[src/hw/crps_pkg.sv]
package crps_pkg;
  // channel count and field widths
  localparam int CRPS_NCH = 8;
  localparam int CRPS_DLY_W = 5;            // delay in 1/32 of a period
  localparam int CRPS_PER_W = 16;           // pwm period counter width
  localparam logic [15:0] CRPS_PER_RST = 16'h0140; // default period cycles
  localparam logic [4:0] CRPS_DLY_RST = 5'h00;
  localparam logic CRPS_HOLD_RST = 1'b0;    // 0: off when enable low
  // avalon register offsets (byte addresses, host side)
  localparam logic [3:0] CRPS_A_CTRL = 4'h0;   // [0] hard reset, [1] enable
  localparam logic [3:0] CRPS_A_HOLD = 4'h4;   // per-channel hold bits
  localparam logic [3:0] CRPS_A_SYNC = 4'h8;   // write: phase pulse
  localparam logic [3:0] CRPS_A_FLAG = 4'hC;   // read: flags, clears
  // flag field positions
  localparam int CRPS_F_RB = 0;
  localparam int CRPS_F_EN = 1;
  localparam int CRPS_F_PS = 2;
endpackage : crps_pkg

[src/hw/crps_if.sv]
`timescale 1ns/10ps
// pins between host controller and device control logic
interface crps_if;
  logic hard_reset_n;                       // active-low hard reset pin
  logic enable;                             // active-high enable pin
  logic phase_sync;                         // phase alignment pin
  logic master_clk_ok;                      // master clock running
  logic [7:0] hold_cfg;                     // per-channel hold settings
  logic [4:0] phase_delay [8];              // per-channel delays
  logic [15:0] period;                      // pwm period in clocks
  logic flag_read;                          // flag register read strobe
  logic [2:0] flags;                        // flags returned to host
  modport dev (input hard_reset_n, enable, phase_sync, master_clk_ok,
    hold_cfg, phase_delay, period, flag_read, output flags);
  modport host (output hard_reset_n, enable, phase_sync, master_clk_ok,
    hold_cfg, phase_delay, period, flag_read, input flags);
endinterface : crps_if

[src/hw/crps_chan.sv]
`timescale 1ns/10ps
// one channel's pwm timing with phase delay and enable behaviour
module crps_chan
  import crps_pkg::*;
(
  input wire logic clock,
  input wire logic rst_n,
  input wire logic clr,
  input wire logic restart,
  input wire logic enable,
  input wire logic hold,
  input wire logic [4:0] delay,
  input wire logic [15:0] period,
  output logic pwm
);
  logic [15:0] cnt_q;                       // position in period
  logic [20:0] dly_cyc;                     // delay in clock cycles
  logic pwm_q;
  // delay = offset/32 of a period
  assign dly_cyc = (21'(delay) * 21'(period)) >> 5;
  assign pwm = pwm_q;
  // counter restarts on phase edge; reset clears all
  always_ff @(posedge clock)
  begin
    if (!rst_n || clr)
    begin
      cnt_q <= '0;
      pwm_q <= 1'b0;
    end
    else if (restart)
    begin
      cnt_q <= '0;
      pwm_q <= 1'b0;
    end
    else if (!enable && hold)
      pwm_q <= pwm_q;                       // hold last state
    else if (!enable)
      pwm_q <= 1'b0;                        // turn off
    else
    begin
      cnt_q <= (cnt_q + 16'h0001 >= period) ? 16'h0000 : cnt_q + 16'h0001;
      pwm_q <= (21'(cnt_q) == dly_cyc);     // rising edge after delay
    end
  end
endmodule : crps_chan

[src/hw/crps_dev.sv]
`timescale 1ns/10ps
// Function
// - undervoltage forces channels off, defaults
// - hard reset low holds channels off
// - host holds reset until supplies stable
// - host keeps enable high
// - enable low: channel off or hold
// - hold setting defaults to off
// - all timing from master clock
// - serial clock asynchronous, crossed internally; here the read strobe comes on the master clock, not crossed
// - no serial answer without clock
// - pwm rise delayed offset/32 period
// - phase pulse latches flag, read clears
// - phase edge restarts pwm periods
// - host avoids periodic phase pulses
// - reset falling edge latches flag
// - enable-low flag clears when high, read
module crps_dev
  import crps_pkg::*;
(
  input wire logic clock,                   // master clock
  input wire logic rst_n,                   // block reset, sync, low
  input wire logic supply_ok,               // internal supply monitor
  crps_if.dev pins,                         // control pins from the host
  output logic [7:0] pwm_out                // channel drive
);
  // phase alignment input path
  logic ps_s1_q;                            // first stage, may be unsettled
  logic ps_s2_q;                            // second stage, settled
  logic ps_s3_q;                            // delayed copy for edge detect
  logic ps_rise;                            // one-cycle rising-edge pulse
  // hard reset pin history
  logic hr_q;                               // last hard reset level
  logic hr_fall;                            // high-to-low seen this cycle
  // latched flags
  logic rb_q;                               // hard reset seen
  logic en_q;                               // enable seen low
  logic ps_q;                               // phase pulse seen
  // flag set and clear terms
  logic rb_set;                             // hard reset fell
  logic rb_clr;                             // flag register read
  logic en_set;                             // enable pin low
  logic en_clr;                             // read with enable back high
  logic ps_set;                             // phase edge detected
  logic ps_clr;                             // flag register read
  logic rd_ok;                              // read strobe honoured
  // configuration
  logic [7:0] hold_q;                       // latched hold settings
  logic [7:0] hold_d;                       // next hold settings
  // reset terms
  logic supply_lost;                        // supply monitor reports low
  logic pin_reset;                          // hard reset pin held low
  logic clr;                                // internal reset to channels
  logic flag_rst;                           // reset of the flag latches
  // channel outputs before the output register
  logic [7:0] pwm_w;                        // raw markers per channel
  logic [7:0] pwm_d;                        // next output register value
  // supply loss and the hard reset pin both force the channels off;
  // either one alone is enough, so they are simply or-ed
  assign supply_lost = !supply_ok;
  assign pin_reset = !pins.hard_reset_n;
  assign clr = supply_lost || pin_reset;
  // flags survive the hard reset pin, otherwise its own flag could
  // never be seen; only the supply monitor and block reset clear them
  assign flag_rst = !rst_n || supply_lost;
  // without the master clock nothing here advances, so a read strobe
  // is only honoured while the host reports the clock running; the
  // strobe arrives already on the master clock, so no crossing is left
  assign rd_ok = pins.flag_read && pins.master_clk_ok;
  // edge detect reads the settled stages only
  assign ps_rise = ps_s2_q && !ps_s3_q;
  assign hr_fall = hr_q && pin_reset;
  // a set in the read cycle wins over the clear, so no event is lost
  assign rb_set = hr_fall;
  assign rb_clr = rd_ok;
  assign en_set = !pins.enable;
  // the enable flag only clears once the pin is high again
  assign en_clr = rd_ok && pins.enable;
  assign ps_set = ps_rise;
  assign ps_clr = rd_ok;
  // hold settings fall back to off in any reset
  assign hold_d = clr ? {8{CRPS_HOLD_RST}} : pins.hold_cfg;
  // channel drive is cleared by any reset
  assign pwm_d = clr ? 8'h00 : pwm_w;
  // flags returned to the host, all straight from flops
  assign pins.flags = {ps_q, en_q, rb_q};
  // sync chain; the first stage feeds only the second, the third
  // stage exists solely to find the edge
  always_ff @(posedge clock)
  begin
    if (!rst_n)
    begin
      ps_s1_q <= 1'b0;
      ps_s2_q <= 1'b0;
      ps_s3_q <= 1'b0;
    end
    else
    begin
      ps_s1_q <= pins.phase_sync;
      ps_s2_q <= ps_s1_q;
      ps_s3_q <= ps_s2_q;
    end
  end
  // hard reset history; starts high, the idle level of the pin, so a
  // pin still held low when the block wakes is reported once
  always_ff @(posedge clock)
  begin
    if (flag_rst)
      hr_q <= 1'b1;
    else
      hr_q <= pins.hard_reset_n;
  end
  // configuration latch; the hold bits only matter while enable is low
  always_ff @(posedge clock)
  begin
    if (!rst_n)
      hold_q <= {8{CRPS_HOLD_RST}};
    else
      hold_q <= hold_d;
  end
  // hard reset seen flag
  always_ff @(posedge clock)
  begin
    if (flag_rst)
      rb_q <= 1'b0;
    else if (rb_set)
      rb_q <= 1'b1;
    else if (rb_clr)
      rb_q <= 1'b0;
  end
  // enable seen low flag; a read while the pin is still low keeps it
  always_ff @(posedge clock)
  begin
    if (flag_rst)
      en_q <= 1'b0;
    else if (en_set)
      en_q <= 1'b1;
    else if (en_clr)
      en_q <= 1'b0;
  end
  // phase pulse seen flag
  always_ff @(posedge clock)
  begin
    if (flag_rst)
      ps_q <= 1'b0;
    else if (ps_set)
      ps_q <= 1'b1;
    else if (ps_clr)
      ps_q <= 1'b0;
  end
  // one timing slice per channel, all on the master clock; a periodic
  // phase pulse keeps restarting every slice, which the host must avoid
  genvar g;
  generate
    for (g = 0; g < CRPS_NCH; g++)
    begin : g_ch
      crps_chan crps_chan_i (
        .clock(clock),
        .rst_n(rst_n),
        .clr(clr),
        .restart(ps_rise),
        .enable(pins.enable),
        .hold(hold_q[g]),
        .delay(pins.phase_delay[g]),
        .period(pins.period),
        .pwm(pwm_w[g])
      );
    end
  endgenerate
  // output register; costs one cycle of latency but keeps the drive
  // free of decode glitches
  always_ff @(posedge clock)
  begin
    if (!rst_n)
      pwm_out <= 8'h00;
    else
      pwm_out <= pwm_d;
  end
  // limitation: the hold setting freezes the slice in place, so a held
  // channel keeps whatever marker level it had when enable fell
  // limitation: the delay is worked out in whole master clock cycles,
  // so a period not divisible by 32 rounds each offset down
  // note: the flag latches ignore the hard reset pin on purpose, the
  // host must still be able to read why the channels went off
endmodule : crps_dev

[src/flat_wrapper.sv]
// flat-port wrapper written by rule: the top's interface ports become plain ports
module crps_dev_flat import crps_pkg::*;
  (clock, rst_n, supply_ok, pwm_out, pins_hard_reset_n, pins_enable, pins_phase_sync, pins_master_clk_ok, pins_hold_cfg, pins_phase_delay, pins_period, pins_flag_read, pins_flags);
  crps_if pins_i ();
  input wire logic clock;
  input wire logic rst_n;
  input wire logic supply_ok;
  output logic [7:0] pwm_out;
  input wire logic [$bits(pins_i.hard_reset_n)-1:0] pins_hard_reset_n;
  input wire logic [$bits(pins_i.enable)-1:0] pins_enable;
  input wire logic [$bits(pins_i.phase_sync)-1:0] pins_phase_sync;
  input wire logic [$bits(pins_i.master_clk_ok)-1:0] pins_master_clk_ok;
  input wire logic [$bits(pins_i.hold_cfg)-1:0] pins_hold_cfg;
  input wire logic [$bits(pins_i.phase_delay)-1:0] pins_phase_delay;
  input wire logic [$bits(pins_i.period)-1:0] pins_period;
  input wire logic [$bits(pins_i.flag_read)-1:0] pins_flag_read;
  output wire logic [$bits(pins_i.flags)-1:0] pins_flags;
  assign pins_i.hard_reset_n = pins_hard_reset_n;
  assign pins_i.enable = pins_enable;
  assign pins_i.phase_sync = pins_phase_sync;
  assign pins_i.master_clk_ok = pins_master_clk_ok;
  assign pins_i.hold_cfg = pins_hold_cfg;
  assign pins_i.phase_delay = {>>{pins_phase_delay}};
  assign pins_i.period = pins_period;
  assign pins_i.flag_read = pins_flag_read;
  assign pins_flags = pins_i.flags;
  crps_dev u_core (.clock(clock), .rst_n(rst_n), .supply_ok(supply_ok), .pins(pins_i), .pwm_out(pwm_out));
endmodule
[config.mk]
export PLATFORM = sky130hd
export DESIGN_NAME = crps_dev_flat
export DESIGN_NICKNAME = d
export VERILOG_FILES = /design/src/hw/crps_pkg.sv /design/src/hw/crps_if.sv /design/src/hw/crps_chan.sv /design/src/hw/crps_dev.sv /design/src/flat_wrapper.sv
export SDC_FILE = /design/constraint.sdc
export NUM_CORES = 2
export LEC_CHECK = 0
export BUFFER_PORTS_ARGS = -buffer_cell sky130_fd_sc_hd__buf_4
export CAP_MARGIN = 10
export CELL_PAD_IN_SITES_DETAIL_PLACEMENT = 1
export CELL_PAD_IN_SITES_GLOBAL_PLACEMENT = 1
export CORE_AREA = 2 2 243 245
export DETAILED_ROUTE_END_ITERATION = 8
export DIE_AREA = 0 0 245 247
export HOLD_SLACK_MARGIN = 0.05
export PLACE_DENSITY_LB_ADDON = 0.12
export REMOVE_ABC_BUFFERS = 1
export SYNTH_ARGS = -nofsm -noshare
export SYNTH_HDL_FRONTEND = slang
export SYNTH_SLANG_ARGS = --single-unit
[constraint.sdc]
create_clock -name clock -period 7.9 [get_ports clock]
set_input_delay 0.79 -clock clock [delete_from_list [all_inputs] [get_ports clock]]
set_output_delay 0.79 -clock clock [all_outputs]
set_load 0.02 [all_outputs]
# After elaboration in Yosys (flattened, before gate mapping)
# Index checks and enable logic that the tools add are counted.
totals:
  regBits: 159
  word_cells: 120
op_classes:
  addsub: 8
  n_mul: 8
  magnitude_cmp: 8
  n_eq_ne: 9
  mux: 21
  bitwise: 9
  n_reduce_logical: 32
ops:
  columns: ["op", "count"]
  rows:
  - ["5-bit by 16-bit multiplier with 21-bit output", 8]
  - ["16-bit by 1-bit adder with 16-bit output, second input constant", 8]
  - ["16-bit == test", 8]
  - ["16-bit >= comparator", 8]
  - ["16-bit two-way mux", 8]
  - ["2-bit AND reduction", 8]
  - ["1-bit two-way mux", 13]
  - ["1-bit logical AND", 12]
  - ["1-bit NOT", 9]
  - ["1-bit zero test", 5]
  - ["2-bit nonzero test", 2]
  - ["2-bit OR reduction", 2]
  - ["1-bit logical OR", 3]
  - ["2-bit by 1-bit inequality test with 1-bit output, second input constant", 1]

# Depth between registers and ports, before layout
logic_depth:
  depth_word: 4
  depth_mapped: 19
  ltp_nobuf: 16

# Cells and area by module
# Synthesis repeated with hierarchy kept, for this count alone.
unflattened:
  hier_cells: 4217
  hier_area_um2: 33370.8
by_module_without_submodules:
  columns: ["module", "n_inst", "cells_each", "area_per_inst_um2", "seq_area_each_um2"]
  rows:
  - ["crps_chan at u_core.g_ch[0].crps_chan_i ...", 4, 522, 4146.5, 340.3]
  - ["crps_chan at u_core.g_ch[6].crps_chan_i ...", 2, 513, 3966.3, 340.3]
  - ["crps_chan at u_core.g_ch[4].crps_chan_i", 1, 522, 4200.3, 340.3]
  - ["crps_chan at u_core.g_ch[5].crps_chan_i", 1, 523, 3933.8, 340.3]
  - ["crps_dev", 1, 58, 718.2, 460.4]

# Worst setup path before layout
# Ideal clock, no wire load.
synth_path:
  path_type: "input-to-reg"
  startpoint: "input port pins_period[1]"
  endpoint: "register u_core.g_ch[3].crps_chan_i.pwm_q"
  setup_ns: 0.069
  t_arrival_ns: 5.169
  required_time_ns: 7.831
  setup_slack_ns: 2.662
  stages: 17
  path_buffers: 2
  path_cell_list: "clkbuf_1 > clkbuf_1 > nand2_1 > fa_1 > fa_1 > inv_1 > fa_1 > ha_1 > a21o_1 > a21oi_1 > nand2_1 > xnor2_1 > or4b_1 > nor4_1 > nand4_1 > or4b_1 > o21ai_1"
synth_via:
  elab_chain_len: 3
synth_rtl:
  columns: ["element", "line_no", "text"]
  rows:
  - ["start, declared", "flat_wrapper.sv:15", "input wire logic [$bits(pins_i.period)-1:0] pins_period;"]
  - ["5-bit by 16-bit multiplier with 21-bit output", "crps_chan.sv:20", "assign dly_cyc = (21'(delay) * 21'(period)) >> 5;"]
  - ["16-bit == test", "crps_chan.sv:42", "pwm_q <= (21'(cnt_q) == dly_cyc);"]
  - ["1-bit two-way mux", "crps_chan.sv:37", "else if (!enable)"]
  - ["end signal, assigned", "crps_chan.sv:36", "pwm_q <= pwm_q;"]
  - ["end signal, assigned", "crps_chan.sv:42", null]
  - ["end, declared", "crps_chan.sv:18", "logic pwm_q;"]
# No other way between the ends.
# A chain may end at the register's enable or synchronous reset.

# Worst setup path after layout
layout_path:
  startpoint: "input port pins_period[4]"
  endpoint: "register u_core.g_ch[4].crps_chan_i.pwm_q"
layout_via:
  elab_chain_len: 3
layout_rtl:
  columns: ["element", "line_no"]
  rows:
  - ["5-bit by 16-bit multiplier with 21-bit output", "crps_chan.sv:20"]
  - ["16-bit == test", "crps_chan.sv:42"]
  - ["1-bit two-way mux", "crps_chan.sv:37"]
  - ["end signal, assigned", "crps_chan.sv:36"]
  - ["end signal, assigned", "crps_chan.sv:42"]
  - ["end, declared", "crps_chan.sv:18"]
# No other way between the ends.

==> impl_metrics.yaml <==
run_status:
  status: "finished, final reports clean"
grt:
  antenna_found_initial: 2
  overflow: 0
  grt_start_max_net_pins: 69
  met1_usage_pct: 43.72
  grt_use_met2_pct: 61.32
  grt_pass1_wl_mm: 168.6
  gr-max-usage-layer: "met2"
  gr-usage-met3_pct: 5.231
  grt_use_total_pct: 35.51
  grt_pass1_vias: 31180
run:
  max_cap_viol_count: 0
synthesis:
  synth_simple_gate_area_share_pct: 21.62
  yosys-top-cells-count: "nand2_1, ha_1, inv_1"
  synth.area.top_cells: "fa_1, ha_1, dfxtp_1, nand2_1, xnor2_1"
  yosys_warnings: 0
  synth_mux_area_share_pct: 1.200
  synth_top_cell_by_area: "fa_1"
  synth-edff-count: 0
  async_flop_share_pct: 0
  syn_area_per_cell_sq_um: 7.867
  synth-compound-area-share_pct: 16.64
  synth_top_family_by_area: "adder cells"
  yosys.cell_count.top_type: "nand2_1"
  yosysTopAreaCellShare_pct: 21.28
  ys_seq_elements: 159
  synth_xor_area_share_pct: 7.634
  seq_area_frac_synth_pct: 10.31
  synth_cell_types: 76
  syn_inst: 3923
  synthAdderAreaFrac_pct: 35.55
  ys_dominant_reg_cell: "dfxtp_1"
  synth.cell_area_sq_mm: 0.03086
layout:
  final_cell_area_sq_mm: 0.03234
  area_growth_pct: 4.792
  nets: 4573
  multiInputGateArea_sq_mm: 0.02552
  layout.area.seq_sq_mm: 0.003183
  layout-drive-gt1-share_pct: 4.251
  fillers: 7194
  stdcell_count: 4608
timing:
  layout_setup_ws_ns: 2.530
  slew_headroom_pct: 22.81
  period_share_pct: 67.97
  rsz0062_at_grt: "false"
  worst_hold_slack_ns: 0.4430
  hold_viol: 0
  period_needed_ns: 5.370
  setup_tns_ns: 0
  drv_slew: 0
  skew_ns: 0.01466
  fmax_mhz: 186.2
  setup_viol: 0
  tightestPinTransition_ns: 1.157
floorplan:
  dieArea_sq_mm: 0.06052
  start_util_pct: 52.99
  die_h_um: 247
  die_w_um: 245
  core_sq_mm: 0.05824
  ios: 83
  rows: 89
worst_setup_path:
  r2r_slack_ns: 3.52
  slowest_delay_ns: 0.68
  start_kind: "input port"
  cp.arrival_ns: 5.77
  worstSetupPathType: "input port to flop"
  crit_fanout: 41
  reg2regPathDepth: 15
  path_cells: "buf_4, nand2_1, fa_1, fa_1, fa_1, inv_1, ha_1, a21oi_1, inv_1, a2111oi_0, o31a_1, nor2_1, or4_1, nor4bb_1, nand4_1, o21ai_0"
  crit_required_ns: 8.30
  slowest_stage: "a2111oi_0"
  reg2reg_from: "u_core.g_ch[2].crps_chan_i.cnt_q[3]$_SDFFE_PP0P_"
  timing.rr.end: "u_core.g_ch[2].crps_chan_i.cnt_q[2]$_SDFFE_PP0P_"
  critPathCaptureType: "flop"
  cpMostUsedCell: "fa_1"
clock_tree:
  clk_pin_slew_ns: 0.08
  clock_sinks: 159
  post-cts-setup-buffer-count: 0
  h-tree-depth: 4
  ctsResizeCount: 0
  clock_latency_ns: 0.52
  cts_made_buffers: 17
  ctsHoldBuffers: 0
  clockBufferDepth: 2
  root_buffer: "clkbuf_16"
  cts_tree: "built"
placement:
  hpwl_mm: 78.65
  place_ws_ns: 2.072
  place_inst: 4575
  port_buffers: 82
  dpl_cell_area_sq_mm: 0.03178
  globalplace.congestion: 0.9324
routing:
  wl_per_cell_um: 22.95
  num_vias: 28850
  wl_mm: 105.7
  route.detailed.drc: 0
  drt_iter0_drc: 1870
  antenna_left: 0
  firstDrtPassIters: 7
  vias_per_cell: 6.262
hold_path:
  worst_hold_path_type: "flop to flop"
  holdPathStages: 1
  hold_end: "u_core.ps_s2_q$_SDFF_PN0_"
  min_from: "u_core.ps_s1_q$_SDFF_PN0_"
power:
  p_leak_nw: 15.38
  power_density_mw_per_mm2: 185.8
  ir_drop_mv: 0.1878
-- report_power, final --
part / switching [mW] / internal [mW]
combinational: 2.64 / 1.68
clock: 0.438 / 0.438
sequential: 0.00406 / 0.805
-- critical path, delay by kind of cell --
family,cells,cell delay [ns]
fa+ha+maj,4,1.85
compound gates,4,1.43
simple gates,5,1.00
buf+inv,3,0.65
-- per-stage QoR --
step / util [%] / power, mW
5_1_grt: 55.53 / 6.509
2_1_floorplan: - / 3.915
4_1_cts: 55.53 / 5.975
3_5_place_dp: 54.56 / 5.072
6_report: 55.53 / 6.009
3_3_place_gp: 54.56 / 4.913
-- area by class of cell --
type | instances | share of cell area, %
Inverter | 350 | 4.062
Sequential cell | 159 | 9.842
Clock inverter | 14 | 0.4101
Tap cell | 773 | 2.991
Multi-Input combinational cell | 3188 | 78.92
Antenna cell | 1 | 0.007738
Clock buffer | 18 | 1.327
Timing Repair Buffer | 105 | 2.437
-- cells by family after synthesis --
| family | count (synthesis) |
|---|---|
| adder cells (fa/ha/maj) | 680 |
| AND/OR/NAND/NOR | 1418 |
| AO/OA/AOI/OAI | 786 |
| multiplexers | 35 |
| flip-flops | 159 |
| XOR/XNOR | 269 |
| buffers and inverters | 576 |
-- state kept, by name, summed over array words and instances (netlist names) --
register and flops:
u_core.pwm_out 8, u_core.g_ch.crps_chan_i.cnt_q 128, u_core.hr_q 1, u_core.en_q 1
u_core.hold_q 8, u_core.ps_s3_q 1, u_core.ps_s1_q 1, u_core.rb_q 1
u_core.ps_q 1, u_core.g_ch.crps_chan_i.pwm 8, u_core.ps_s2_q 1
-- routing by layer --
metal | part of all wire, % | wire [um]
met1 | 42 | 44210
met2 | 48 | 51050
met3 | 5.6 | 5869
met4 | 4.3 | 4593
met5 | 0.025 | 26
-- worst max path at each step --
| stage | slack, ns | startpoint | depth (start not counted) | endpoint |
|---|---|---|---|---|
| 4_1_cts | 2.61 | pins_period[11] | 16 | u_core.g_ch[3].crps_chan_i.pwm$_SDFFE_PP0N_ |
| 3_3_place_gp | 2.17 | pins_period[11] | 16 | u_core.g_ch[3].crps_chan_i.pwm$_SDFFE_PP0N_ |
| 3_5_place_dp | 2.07 | pins_period[3] | 16 | u_core.g_ch[4].crps_chan_i.pwm$_SDFFE_PP0N_ |
| 2_1_floorplan | 3.10 | pins_phase_delay[17] | 15 | u_core.g_ch[4].crps_chan_i.pwm$_SDFFE_PP0N_ |
| 5_1_grt | 2.25 | pins_period[5] | 17 | u_core.g_ch[6].crps_chan_i.pwm$_SDFFE_PP0N_ |
| 6_report | 2.53 | pins_period[4] | 16 | u_core.g_ch[4].crps_chan_i.pwm$_SDFFE_PP0N_ |
-- cell usage in the layout (no fill, tap or decap), types with 28 or more instances in the layout --
| cell | n |
|---|---|
| and2_1 | 181 |
| xor2_1 | 114 |
| a22oi_1 | 72 |
| nor2_1 | 203 |
| a21oi_1 | 180 |
| buf_4 | 105 |
| o21ai_0 | 114 |
| xnor2_1 | 155 |
| a31oi_1 | 126 |
| dfxtp_1 | 159 |
| a211oi_1 | 30 |
| and3_1 | 70 |
| ha_1 | 352 |
| fa_1 | 328 |
| inv_1 | 349 |
| mux2i_1 | 28 |
| nand2b_1 | 29 |
| a21o_1 | 97 |
| nand3_1 | 98 |
| nand2_1 | 638 |
| nand4_1 | 52 |
| nor3_1 | 50 |
Note: power is estimated with default switching activity, not from simulation.
